--- src/hdl/pgpio_consts.svh ---
// constants and summary of behaviour for the upper-bank parallel gpio block
// What this block does
// both enable and direction zero: data bit reads the sampled pin level
// both enable and direction one: pin is driven to the data bit value
// software keeps enable and direction equal; mixed settings undefined
// enable zero: pin is never driven, input only
// enable one: output driver on; value defined only when direction is one
// direction zero: data bit reflects the pin level
// direction one: data bit sets the driven level
// first data register holds pins 16 to 31 in bits 15 down to 0
// bank two maps pins 32-45 to bits 13-0; bits 15-14 reserved RW, reset 00
// reset clears all second-bank enable and direction bits
// data bits reset to the pin level present at reset
// pin levels pass two flip-flops before reaching data reads
`ifndef PGPIO_CONSTS_SVH
`define PGPIO_CONSTS_SVH
`define PGPIO_ADDR_W        16
`define PGPIO_DATA_W        16
`define PGPIO_BANK1_PINS    16
`define PGPIO_BANK2_PINS    14
`define PGPIO_OFS_EN2       16'h4406
`define PGPIO_OFS_DIR2      16'h4407
`define PGPIO_OFS_DAT2      16'h4408
`define PGPIO_OFS_DAT1      16'h4405
`define PGPIO_RST_EN2       16'h0000
`define PGPIO_RST_DIR2      16'h0000
`define PGPIO_RST_RSV       2'h0
`define PGPIO_RSV_LSB       14
`define PGPIO_RSV_MSB       15
`endif

--- src/hdl/pgpio_pkg.sv ---
// types for the upper-bank parallel gpio block
package pgpio_pkg;
   typedef struct packed {
      logic [15:0] addr;
      logic [15:0] wdata;
      logic        wr;
      logic        rd;
   } pgpio_req_t;
   typedef struct packed {
      logic [13:0] oe;
      logic [13:0] dir;
      logic [13:0] dat;
      logic [1:0]  rsv_oe;
      logic [1:0]  rsv_dir;
      logic [1:0]  rsv_dat;
   } pgpio_bank2_t;
endpackage

--- src/hdl/pgpio_upper.sv ---
// upper-bank parallel gpio: pins 16-31 data, pins 32-45 enable/direction/data
//
// Implementation choice: strobed register access.
`include "pgpio_consts.svh"
`timescale 1ns/1ps
`default_nettype none
module pgpio_upper (
   input  wire logic                ref_clk,
   input  wire logic                rst,
   input  wire pgpio_pkg::pgpio_req_t bus_req,
   output logic [15:0]              bus_rdata,
   input  wire logic [15:0]         bank1_pin_i,
   output logic [15:0]              bank1_pin_o,
   output logic [15:0]              bank1_pin_oe,
   input  wire logic [13:0]         bank2_pin_i,
   output logic [13:0]              bank2_pin_o,
   output logic [13:0]              bank2_pin_oe,
   input  wire logic [15:0]         bank1_oe_cfg,
   input  wire logic [15:0]         bank1_dir_cfg
);
   // bank1 enable/direction live outside this block; they arrive as plain inputs
   logic [15:0] s1a_q, s1b_q;
   logic [13:0] s2a_q, s2b_q;
   logic [15:0] dat1_q, dat1_d;
   pgpio_pkg::pgpio_bank2_t b2_q, b2_d;
   logic [15:0] rdata_q, rdata_d;
   logic        init_q;

   wire wr = bus_req.wr;
   wire rd = bus_req.rd;

   // two-stage synchronisers; only the second stage is read
   always_ff @(posedge ref_clk) begin
      s1a_q <= bank1_pin_i;
      s1b_q <= s1a_q;
      s2a_q <= bank2_pin_i;
      s2b_q <= s2a_q;
   end

   always_comb begin
      dat1_d = dat1_q;
      b2_d   = b2_q;
      // after reset, data bits load the synchronised pin level once
      if (init_q) begin
         dat1_d     = s1b_q;
         b2_d.dat   = s2b_q;
      end
      // input bits track the pin; output bits keep what software wrote
      for (int i = 0; i < 16; i++) begin
         if (!bank1_dir_cfg[i] && !init_q)
            dat1_d[i] = s1b_q[i];
      end
      for (int i = 0; i < 14; i++) begin
         if (!b2_q.dir[i] && !init_q)
            b2_d.dat[i] = s2b_q[i];
      end
      if (wr) begin
         unique case (bus_req.addr)
            `PGPIO_OFS_DAT1: begin
               for (int i = 0; i < 16; i++)
                  if (bank1_dir_cfg[i])
                     dat1_d[i] = bus_req.wdata[i];
            end
            `PGPIO_OFS_EN2: begin
               b2_d.oe     = bus_req.wdata[13:0];
               b2_d.rsv_oe = bus_req.wdata[`PGPIO_RSV_MSB:`PGPIO_RSV_LSB];
            end
            `PGPIO_OFS_DIR2: begin
               b2_d.dir     = bus_req.wdata[13:0];
               b2_d.rsv_dir = bus_req.wdata[`PGPIO_RSV_MSB:`PGPIO_RSV_LSB];
            end
            `PGPIO_OFS_DAT2: begin
               b2_d.rsv_dat = bus_req.wdata[`PGPIO_RSV_MSB:`PGPIO_RSV_LSB];
               for (int i = 0; i < 14; i++)
                  if (b2_q.dir[i])
                     b2_d.dat[i] = bus_req.wdata[i];
            end
            default: ;
         endcase
      end
   end

   always_ff @(posedge ref_clk) begin
      if (rst) begin
         init_q       <= 1'b1;
         dat1_q       <= 16'h0000;
         b2_q.oe      <= 14'h0000;
         b2_q.dir     <= 14'h0000;
         b2_q.dat     <= 14'h0000;
         b2_q.rsv_oe  <= `PGPIO_RST_RSV;
         b2_q.rsv_dir <= `PGPIO_RST_RSV;
         b2_q.rsv_dat <= `PGPIO_RST_RSV;
      end else begin
         init_q <= 1'b0;
         dat1_q <= dat1_d;
         b2_q   <= b2_d;
      end
   end

   always_comb begin
      rdata_d = 16'h0000;
      if (rd) begin
         unique case (bus_req.addr)
            `PGPIO_OFS_DAT1: rdata_d = dat1_d;
            `PGPIO_OFS_EN2:  rdata_d = {b2_q.rsv_oe, b2_q.oe};
            `PGPIO_OFS_DIR2: rdata_d = {b2_q.rsv_dir, b2_q.dir};
            `PGPIO_OFS_DAT2: rdata_d = {b2_q.rsv_dat, b2_d.dat};
            default:         rdata_d = 16'h0000;
         endcase
      end
   end

   always_ff @(posedge ref_clk) begin
      if (rst)
         rdata_q <= 16'h0000;
      else
         rdata_q <= rdata_d;
   end
   assign bus_rdata = rdata_q;

   // driver only on when enable set; level follows data (defined when dir=1)
   assign bank1_pin_oe = bank1_oe_cfg;
   assign bank1_pin_o  = dat1_q;
   assign bank2_pin_oe = b2_q.oe;
   assign bank2_pin_o  = b2_q.dat;

   // reset clears bank2 drive and direction, reserved bits and read data
   property p_en2_reset;
      @(posedge ref_clk) rst |=> (b2_q.oe == 14'h0000 && b2_q.dir == 14'h0000);
   endproperty
   a_en2_reset: assert property (p_en2_reset) else $error("bank2 enable/direction not cleared");

   property p_rsv_reset;
      @(posedge ref_clk) rst |=> (b2_q.rsv_oe == 2'h0 && b2_q.rsv_dir == 2'h0 && b2_q.rsv_dat == 2'h0);
   endproperty
   a_rsv_reset: assert property (p_rsv_reset) else $error("reserved bits not cleared");

   property p_rdata_reset;
      @(posedge ref_clk) rst |=> (bus_rdata == 16'h0000);
   endproperty
   a_rdata_reset: assert property (p_rdata_reset) else $error("read data not cleared");

   // first edge after reset loads the synchronised pin level
   property p_init_load1;
      @(posedge ref_clk) disable iff (rst)
         (init_q && !wr) |=> dat1_q == $past(s1b_q);
   endproperty
   a_init_load1: assert property (p_init_load1) else $error("bank1 data not loaded from pins");

   property p_init_load2;
      @(posedge ref_clk) disable iff (rst)
         (init_q && !wr) |=> b2_q.dat == $past(s2b_q);
   endproperty
   a_init_load2: assert property (p_init_load2) else $error("bank2 data not loaded from pins");

   // both synchronisers are exactly two stages deep
   property p_sync_depth;
      @(posedge ref_clk) disable iff (rst) ##2 (s2b_q == $past(bank2_pin_i, 2));
   endproperty
   a_sync_depth: assert property (p_sync_depth) else $error("sync depth wrong");

   property p_sync1_depth;
      @(posedge ref_clk) disable iff (rst) ##2 (s1b_q == $past(bank1_pin_i, 2));
   endproperty
   a_sync1_depth: assert property (p_sync1_depth) else $error("bank1 sync depth wrong");

   // input bits follow the pin and ignore software writes
   property p_input_track;
      @(posedge ref_clk) disable iff (rst)
         (!b2_q.dir[0] && !init_q && !$past(rst)) ##1 !b2_q.dir[0] |-> b2_q.dat[0] == $past(s2b_q[0]);
   endproperty
   a_input_track: assert property (p_input_track) else $error("bank2 input bit stale");

   property p_dat1_track;
      @(posedge ref_clk) disable iff (rst)
         (!bank1_dir_cfg[3] && !init_q) |=> dat1_q[3] == $past(s1b_q[3]);
   endproperty
   a_dat1_track: assert property (p_dat1_track) else $error("bank1 input bit stale");

   property p_input_top;
      @(posedge ref_clk) disable iff (rst)
         (!b2_q.dir[13] && !init_q) |=> b2_q.dat[13] == $past(s2b_q[13]);
   endproperty
   a_input_top: assert property (p_input_top) else $error("bank2 top input bit stale");

   property p_in_ignores_write;
      @(posedge ref_clk) disable iff (rst)
         (wr && bus_req.addr == `PGPIO_OFS_DAT2 && !b2_q.dir[0] && !init_q) |=> b2_q.dat[0] == $past(s2b_q[0]);
   endproperty
   a_in_ignores_write: assert property (p_in_ignores_write) else $error("input bit took a write");

   // writes land on the next edge
   property p_out_write;
      @(posedge ref_clk) disable iff (rst)
         (wr && bus_req.addr == `PGPIO_OFS_DAT2 && b2_q.dir[0] && !init_q) |=> b2_q.dat[0] == $past(bus_req.wdata[0]);
   endproperty
   a_out_write: assert property (p_out_write) else $error("output data write lost");

   property p_out_bit1;
      @(posedge ref_clk) disable iff (rst)
         (wr && bus_req.addr == `PGPIO_OFS_DAT2 && b2_q.dir[1] && !init_q) |=> b2_q.dat[1] == $past(bus_req.wdata[1]);
   endproperty
   a_out_bit1: assert property (p_out_bit1) else $error("output bit1 write lost");

   property p_en2_write;
      @(posedge ref_clk) disable iff (rst)
         (wr && bus_req.addr == `PGPIO_OFS_EN2) |=> b2_q.oe == $past(bus_req.wdata[13:0]);
   endproperty
   a_en2_write: assert property (p_en2_write) else $error("enable write lost");

   property p_dir2_write;
      @(posedge ref_clk) disable iff (rst)
         (wr && bus_req.addr == `PGPIO_OFS_DIR2) |=> b2_q.dir == $past(bus_req.wdata[13:0]);
   endproperty
   a_dir2_write: assert property (p_dir2_write) else $error("direction write lost");

   property p_rsv_rw;
      @(posedge ref_clk) disable iff (rst)
         (wr && bus_req.addr == `PGPIO_OFS_EN2) |=> b2_q.rsv_oe == $past(bus_req.wdata[15:14]);
   endproperty
   a_rsv_rw: assert property (p_rsv_rw) else $error("reserved bits not writable");

   property p_rsv_dir_rw;
      @(posedge ref_clk) disable iff (rst)
         (wr && bus_req.addr == `PGPIO_OFS_DIR2) |=> b2_q.rsv_dir == $past(bus_req.wdata[15:14]);
   endproperty
   a_rsv_dir_rw: assert property (p_rsv_dir_rw) else $error("direction reserved bits not writable");

   property p_rsv_dat_rw;
      @(posedge ref_clk) disable iff (rst)
         (wr && bus_req.addr == `PGPIO_OFS_DAT2) |=> b2_q.rsv_dat == $past(bus_req.wdata[15:14]);
   endproperty
   a_rsv_dat_rw: assert property (p_rsv_dat_rw) else $error("data reserved bits not writable");

   property p_dat1_out_write;
      @(posedge ref_clk) disable iff (rst)
         (wr && bus_req.addr == `PGPIO_OFS_DAT1 && bank1_dir_cfg[0] && !init_q) |=> bank1_pin_o[0] == $past(bus_req.wdata[0]);
   endproperty
   a_dat1_out_write: assert property (p_dat1_out_write) else $error("bank1 output write lost");

   // pin side: the bank2 driver moves only on an enable write
   property p_no_drive;
      @(posedge ref_clk) disable iff (rst)
         !(wr && bus_req.addr == `PGPIO_OFS_EN2) |=> $stable(bank2_pin_oe);
   endproperty
   a_no_drive: assert property (p_no_drive) else $error("bank2 drive enable moved");

   property p_dir_hold;
      @(posedge ref_clk) disable iff (rst)
         !(wr && bus_req.addr == `PGPIO_OFS_DIR2) |=> $stable(b2_q.dir);
   endproperty
   a_dir_hold: assert property (p_dir_hold) else $error("bank2 direction moved");

   property p_drive_level;
      @(posedge ref_clk) disable iff (rst)
         (wr && bus_req.addr == `PGPIO_OFS_DAT2 && b2_q.oe[0] && b2_q.dir[0] && !init_q) |=> bank2_pin_o[0] == $past(bus_req.wdata[0]);
   endproperty
   a_drive_level: assert property (p_drive_level) else $error("bank2 pin0 level wrong");

   property p_oe_write_drive;
      @(posedge ref_clk) disable iff (rst)
         (wr && bus_req.addr == `PGPIO_OFS_EN2) |=> bank2_pin_oe == $past(bus_req.wdata[13:0]);
   endproperty
   a_oe_write_drive: assert property (p_oe_write_drive) else $error("bank2 driver not switched");

   // read data stand one cycle after the strobe, zero otherwise
   property p_read_dir;
      @(posedge ref_clk) disable iff (rst)
         (rd && bus_req.addr == `PGPIO_OFS_DIR2 && !wr) |=> bus_rdata == $past({b2_q.rsv_dir, b2_q.dir});
   endproperty
   a_read_dir: assert property (p_read_dir) else $error("direction readback wrong");

   property p_read_en;
      @(posedge ref_clk) disable iff (rst)
         (rd && bus_req.addr == `PGPIO_OFS_EN2) |=> bus_rdata == $past({b2_q.rsv_oe, b2_q.oe});
   endproperty
   a_read_en: assert property (p_read_en) else $error("enable readback wrong");

   property p_read_rsv_dat;
      @(posedge ref_clk) disable iff (rst)
         (rd && bus_req.addr == `PGPIO_OFS_DAT2) |=> bus_rdata[15:14] == $past(b2_q.rsv_dat);
   endproperty
   a_read_rsv_dat: assert property (p_read_rsv_dat) else $error("data reserved readback wrong");

   property p_dat1_in;
      @(posedge ref_clk) disable iff (rst)
         (rd && bus_req.addr == `PGPIO_OFS_DAT1 && !init_q && !bank1_dir_cfg[3]) |=> bus_rdata[3] == $past(s1b_q[3]);
   endproperty
   a_dat1_in: assert property (p_dat1_in) else $error("bank1 input read wrong");

   property p_dat1_read_out;
      @(posedge ref_clk) disable iff (rst)
         (rd && !wr && bus_req.addr == `PGPIO_OFS_DAT1 && bank1_dir_cfg[0]) |=> bus_rdata[0] == $past(dat1_q[0]);
   endproperty
   a_dat1_read_out: assert property (p_dat1_read_out) else $error("bank1 output readback wrong");

   property p_idle_rdata;
      @(posedge ref_clk) disable iff (rst)
         !rd |=> bus_rdata == 16'h0000;
   endproperty
   a_idle_rdata: assert property (p_idle_rdata) else $error("read data outside read cycle");

   property p_unmapped_read;
      @(posedge ref_clk) disable iff (rst)
         (rd && bus_req.addr != `PGPIO_OFS_DAT1 && bus_req.addr != `PGPIO_OFS_EN2
            && bus_req.addr != `PGPIO_OFS_DIR2 && bus_req.addr != `PGPIO_OFS_DAT2) |=> bus_rdata == 16'h0000;
   endproperty
   a_unmapped_read: assert property (p_unmapped_read) else $error("unmapped read not zero");
endmodule
`default_nettype wire

--- config.mk ---
export PLATFORM = sky130hd
export DESIGN_NAME = pgpio_upper
export DESIGN_NICKNAME = d
export VERILOG_FILES = /design/src/hdl/pgpio_pkg.sv /design/src/hdl/pgpio_upper.sv
export VERILOG_INCLUDE_DIRS = /design/src /design/src/hdl
export SDC_FILE = /design/constraint.sdc
export NUM_CORES = 1
export LEC_CHECK = 0
export ABC_AREA = 1
export CAP_MARGIN = 0
export CORE_MARGIN = 5
export CORE_UTILIZATION = 47
export DETAILED_ROUTE_END_ITERATION = 12
export DONT_BUFFER_PORTS = 1
export SLEW_MARGIN = 40
export SYNTH_ARGS = -nofsm -noshare
export SYNTH_HDL_FRONTEND = slang
export SYNTH_SLANG_ARGS = --single-unit
--- constraint.sdc ---
create_clock -name ref_clk -period 3.5 [get_ports ref_clk]
set_input_delay 0.7 -clock ref_clk [delete_from_list [all_inputs] [get_ports ref_clk]]
set_output_delay 0.7 -clock ref_clk [all_outputs]
set_load 0.005 [all_outputs]
==> Word-level counts from Yosys, hierarchy flattened <==
Cells that the tools add are included.
Widths: inputs -> output; s select.
{ "op_classes": {"n_reduce_logical": 65, "n_mux": 71, "eq_ne": 4, "n_bitwise": 1} }
{ "op_table": {"columns": ["operator", "count"], "rows": [
  ["$eq 16x15->1 const B", 4],
  ["$pmux 16 s4", 1],
  ["$mux 1", 61],
  ["$mux 16", 3],
  ["$logic_not 1->1", 31],
  ["$logic_and 1x1->1", 30],
  ["$mux 14", 2],
  ["$mux 20", 1],
  ["$mux 2", 3],
  ["$reduce_and 2->1", 3],
  ["$reduce_or 2->1", 1],
  ["$not 1->1", 1]
]} }
{ "word_totals": {"input_bits": 98, "ff_bits": 141, "output_inout_bits": 76} }

==> Logic depth before layout (Yosys ltp) <==
{ "depth": {"ltp_word": 7, "depth_mapped": 13} }

==> Worst setup path before layout <==
Ideal clock, no wire load.
{ "synth_path": {"kind": "input-to-reg", "from": "in bus_req[25] in the netlist's numbering", "to": "reg rdata_q[13] (netlist: bus_rdata[13])", "required_ns": 3.389, "path_slack_ns": 1.695, "path_buffers": 2, "cell_stages": 12, "arrival_time_ns": 1.695, "path_cell_list": "nor2_2 nand2_4 nor2_2 buf_6 buf_8 nand3_1 nand2_1 nand2_1 nand2_1 nand3_1 nand2_1 inv_1"} }
{ "synth_via": {"elab_chain_len": 4} }
{ "synth_lines": {"columns": ["item", "line", "rtl"], "rows": [
  ["start: declaration", "pgpio_upper.sv:10", "input wire pgpio_pkg::pgpio_req_t bus_req,"],
  ["$eq 16x15->1", "pgpio_upper.sv:58, pgpio_upper.sv:103", null],
  ["$mux 14 or $mux 16 (tied branches)", "pgpio_upper.sv:58", "unique case (bus_req.addr)"],
  ["$mux 20 or $mux 16 (tied branches)", "pgpio_upper.sv:57", "if (wr) begin"],
  ["$pmux 16 s4 (*)", "pgpio_upper.sv:103", "unique case (bus_req.addr)"],
  ["end signal: assignment", "pgpio_upper.sv:117", "rdata_q <= rdata_d;"],
  ["end: declaration", "pgpio_upper.sv:26", "logic [15:0] rdata_q, rdata_d;"]
]} }
Every way passes the cells marked *; elsewhere a longest branch is shown, timed or not.
A chain may end at the register's enable or synchronous reset.

==> Final worst setup path <==
{ "layout_path": {"from": "in bus_req[25] in the netlist's numbering", "to": "reg b2_q[0] in the netlist's numbering"} }
{ "layout_via": {"elab_chain_len": 2} }
{ "layout_lines": {"columns": ["item", "line", "rtl"], "rows": [
  ["$eq 16x15->1", "pgpio_upper.sv:58", null],
  ["$reduce_and 2->1 (no line)", null, null],
  ["end: declaration", "pgpio_upper.sv:25", "pgpio_pkg::pgpio_bank2_t b2_q, b2_d;"]
]} }
Every way passes these cells.

==> results.py <==
metrics = {
    "status": {
        "outcome": "complete, no violations",
    },
    "synthesis": {
        "synth_area_leaders": "dfxtp_1 46%, nand2_1 13%, inv_1 6.4%",
        "syn_nets": 923,
        "async_flop_share_pct": 0,
        "synth_seq_cells": 141,
        "ys_warn_count": 0,
        "synth-main-ff-cell": "dfxtp_1",
        "postSynthCellCount": 825,
        "synth-seq-area-share_pct": 45.7,
        "synth_edf_count": 0,
        "yosysTopAreaCellShare_pct": 45.7,
        "yosysTopAreaCell": "dfxtp_1",
        "syn_area_per_cell_um2": 7.49,
        "syn_area_um2": 6180,
        "synth.distinct_cells": 25,
    },
    "worst_hold_path": {
        "hp-class": "in2reg",
    },
    "placed_design": {
        "place_hpwl_um": 11600,
        "gp_congestion": 0.842,
        "dpl_worst_slack_ns": 0.901,
        "portBuffers": 0,
        "placed_area_um2": 5840,
    },
    "routing": {
        "ant_nets": 0,
        "drtIter0Drc": 530,
        "drc": 0,
        "avgRoutedWirePerCell_um": 17.6,
        "viasPerCell": 5.36,
        "drtPass1Iterations": 5,
        "routed_wl_um": 16800,
        "vias": 5115,
    },
    "timing": {
        "finalCriticalPeriod_ns": 2.19,
        "period_share_pct": 62.7,
        "max_freq_ghz": 0.456,
        "fin_hold_ws_ns": 0.293,
        "fin_tns_setup_ns": 0,
        "fin_skew_ns": 0.0112,
        "tightest_slew_ns": 0.720,
        "max-slew-margin-rel_pct": 51.9,
        "slew_viol_final": 0,
        "fin_ws_ns": 1.31,
        "setup_viol_count_final": 0,
        "grt_setup_unrepaired": "no",
        "final_hold_viol_count": 0,
    },
    "pwr": {
        "combPwrFrac_pct": 3.4,
        "p_switching_w": 0.000818,
        "power_frac_seq_pct": 44.6,
        "peakVddDrop_v": 0.000455,
        "p_int_w": 0.00297,
        "switching_share_pct": 21.6,
        "p_leak_nw": 3.04,
        "power_density_nw_per_um2": 584,
        "pwr-share-clk_pct": 52.0,
    },
    "global_route": {
        "grt.overflow.total": 0,
        "grt_max_degree": 47,
        "grt_use_total_pct": 21.8,
        "grt_antenna_before_repair": 1,
        "grt_pass1_wl_um": 27000,
        "grt_pass1_vias": 4983,
    },
    "floorplanning": {
        "die_w_um": 125,
        "ios": 174,
        "core_area_um2": 12800,
        "die_area_um2": 15500,
        "rows": 41,
        "start_util_pct": 48.4,
        "die_height_um": 125,
    },
    "job": {
        "maxCapViolCount": 0,
    },
    "worst_setup_path": {
        "worstSetupEndpointType": "register",
        "crit_fanout": 15,
        "crit_arrival_ns": 2.50,
        "path_delay_family": "simple AND/OR/NAND/NOR gates",
        "cp_cell_sequence": "nor2_2 > nand2_4 > nor2_2 > nand2_1 > inv_2 > nand2_1 > o21ai_0 > a21oi_1",
        "cp-start-kind": "input port",
        "cp.required_ns": 3.81,
        "crit_type": "in2reg",
        "cp_slowest_stage_delay_ns": 0.58,
        "crit_buf_inv": 1,
        "crit_path_top_delay_cell": "nor2_2",
    },
    "clock_tree": {
        "clockRootBuffer": "clkbuf_16",
        "clkTransAtPathRegs_ns": 0.06,
        "tritoncts": "done",
        "cts.path.max_buffers": 2,
        "tritoncts_num_sinks": 141,
        "h-tree-depth": 4,
        "post_cts_resized": 0,
        "postCtsSetupRepairBufs": 0,
        "cts_hold_buf": 0,
        "cts_buffers": 17,
        "clkLatencyLatePin_ns": 0.43,
    },
    "final_layout": {
        "final_area_um2": 6490,
        "drive_gt1_share_pct": 7.79,
        "area_delta_synth_final_pct": 5.04,
        "fin_nets": 868,
        "final_core_util_pct": 50.8,
        "antennaDiodeCount": 0,
    },
}
-- synthesized netlist by cell type, types with 4 or more instances --
cell type / number
nand4_1: 44
buf_2: 7
nor2_2: 7
dfxtp_1: 141
buf_6: 11
nand2_1: 207
clkbuf_1: 15
inv_2: 4
buf_4: 47
nor2_1: 15
nand3_1: 76
a21oi_1: 66
inv_1: 105
o21ai_1: 16
o21ai_0: 47
-- layout by cell type (no fill, tap or decap), types with 9 or more instances in the layout --
master,count
a21oi_1,66
inv_1,105
nand4_1,44
o21ai_0,47
nand3_1,76
clkbuf_16,17
dfxtp_1,141
nor2_1,15
nand2_1,207
buf_4,9
o21ai_1,16
-- registers in the layout (all words and copies together), names as in the netlist --
register,cells
bus_rdata,16
bank2_pin_o,14
s2b_q,14
s1a_q,16
bank1_pin_o,16
bank2_pin_oe,14
s1b_q,16
init_q,1
s2a_q,14
b2_q,20
-- power groups by stage --
| stage | combinational (W) | clock (W) | sequential [W] |
|---|---|---|---|
| 2_1_floorplan | 0.000135 | 0 | 0.00171 |
| 3_3_place_gp | 0.000126 | 0 | 0.00173 |
| 3_5_place_dp | 0.000127 | 0 | 0.00173 |
| 4_1_cts | 0.000129 | 0.00200 | 0.00169 |
| 5_1_grt | 0.000149 | 0.00209 | 0.00169 |
| 6_report | 0.000129 | 0.00197 | 0.00169 |
-- kinds of logic after synthesis --
logic type	synth area share, %
and+or+nand+nor	26.8
buffers and inverters	16.7
DFF	45.7
AOI/OAI and AO/OA	10.5
muxes	0.365
-- layer usage --
metal / part of all wire (%) / GRT usage, % / up-vias / wire length [µm]
met5: 0.077 / 0 / - / 13
met2: 44 / 32.8 / 267 / 7330
met3: 13 / 9.86 / 32 / 2110
met1: 42 / 27.3 / 2301 / 7070
met4: 1.8 / 8.51 / 2 / 310
li1: - / - / 2513 / -
-- worst register-to-register path: stages, from the launching register on --
cell and delay [ns]:
dfxtp_1 0.35, clkinv_2 0.56, nand2_1 0.25, mux2_2 0.35, nand2_1 0.08, nand2_1 0.07
nand2_1 0.07, a21oi_1 0.08
-- worst paths after layout --
kind                           from                       end  slack (ns)  depth (start not counted)
setup / recovery        bus_req[25]      b2_q[0]$_SDFFE_PP0P_        1.31                          8
hold / removal      bank2_pin_i[13]         s2a_q[13]$_DFF_P_        0.29                          0
setup reg to reg     init_q$_DFF_P_  bus_rdata[14]$_SDFF_PP0_        1.56                          7
hold reg to reg   s1a_q[13]$_DFF_P_         s1b_q[13]$_DFF_P_        0.32                          0
-- area by class of cell --
cell class | count | area [µm²]
Clock buffer | 18 | 429
Clock inverter | 14 | 216
Fill cell | 1228 | 6280
Inverter | 110 | 414
Multi-Input combinational cell | 491 | 2320
Sequential cell | 141 | 2820
Tap cell | 172 | 215
Timing Repair Buffer | 9 | 67.6
-- metrics by stage --
stage / cells / power [W]
global placement: 923 / 0.00185
CTS: 955 / 0.00382
finish: 955 / 0.00379
global route: 955 / 0.00393
detailed placement: 923 / 0.00185
floorplan: 825 / 0.00185
Power figures use the tool's default switching activity.
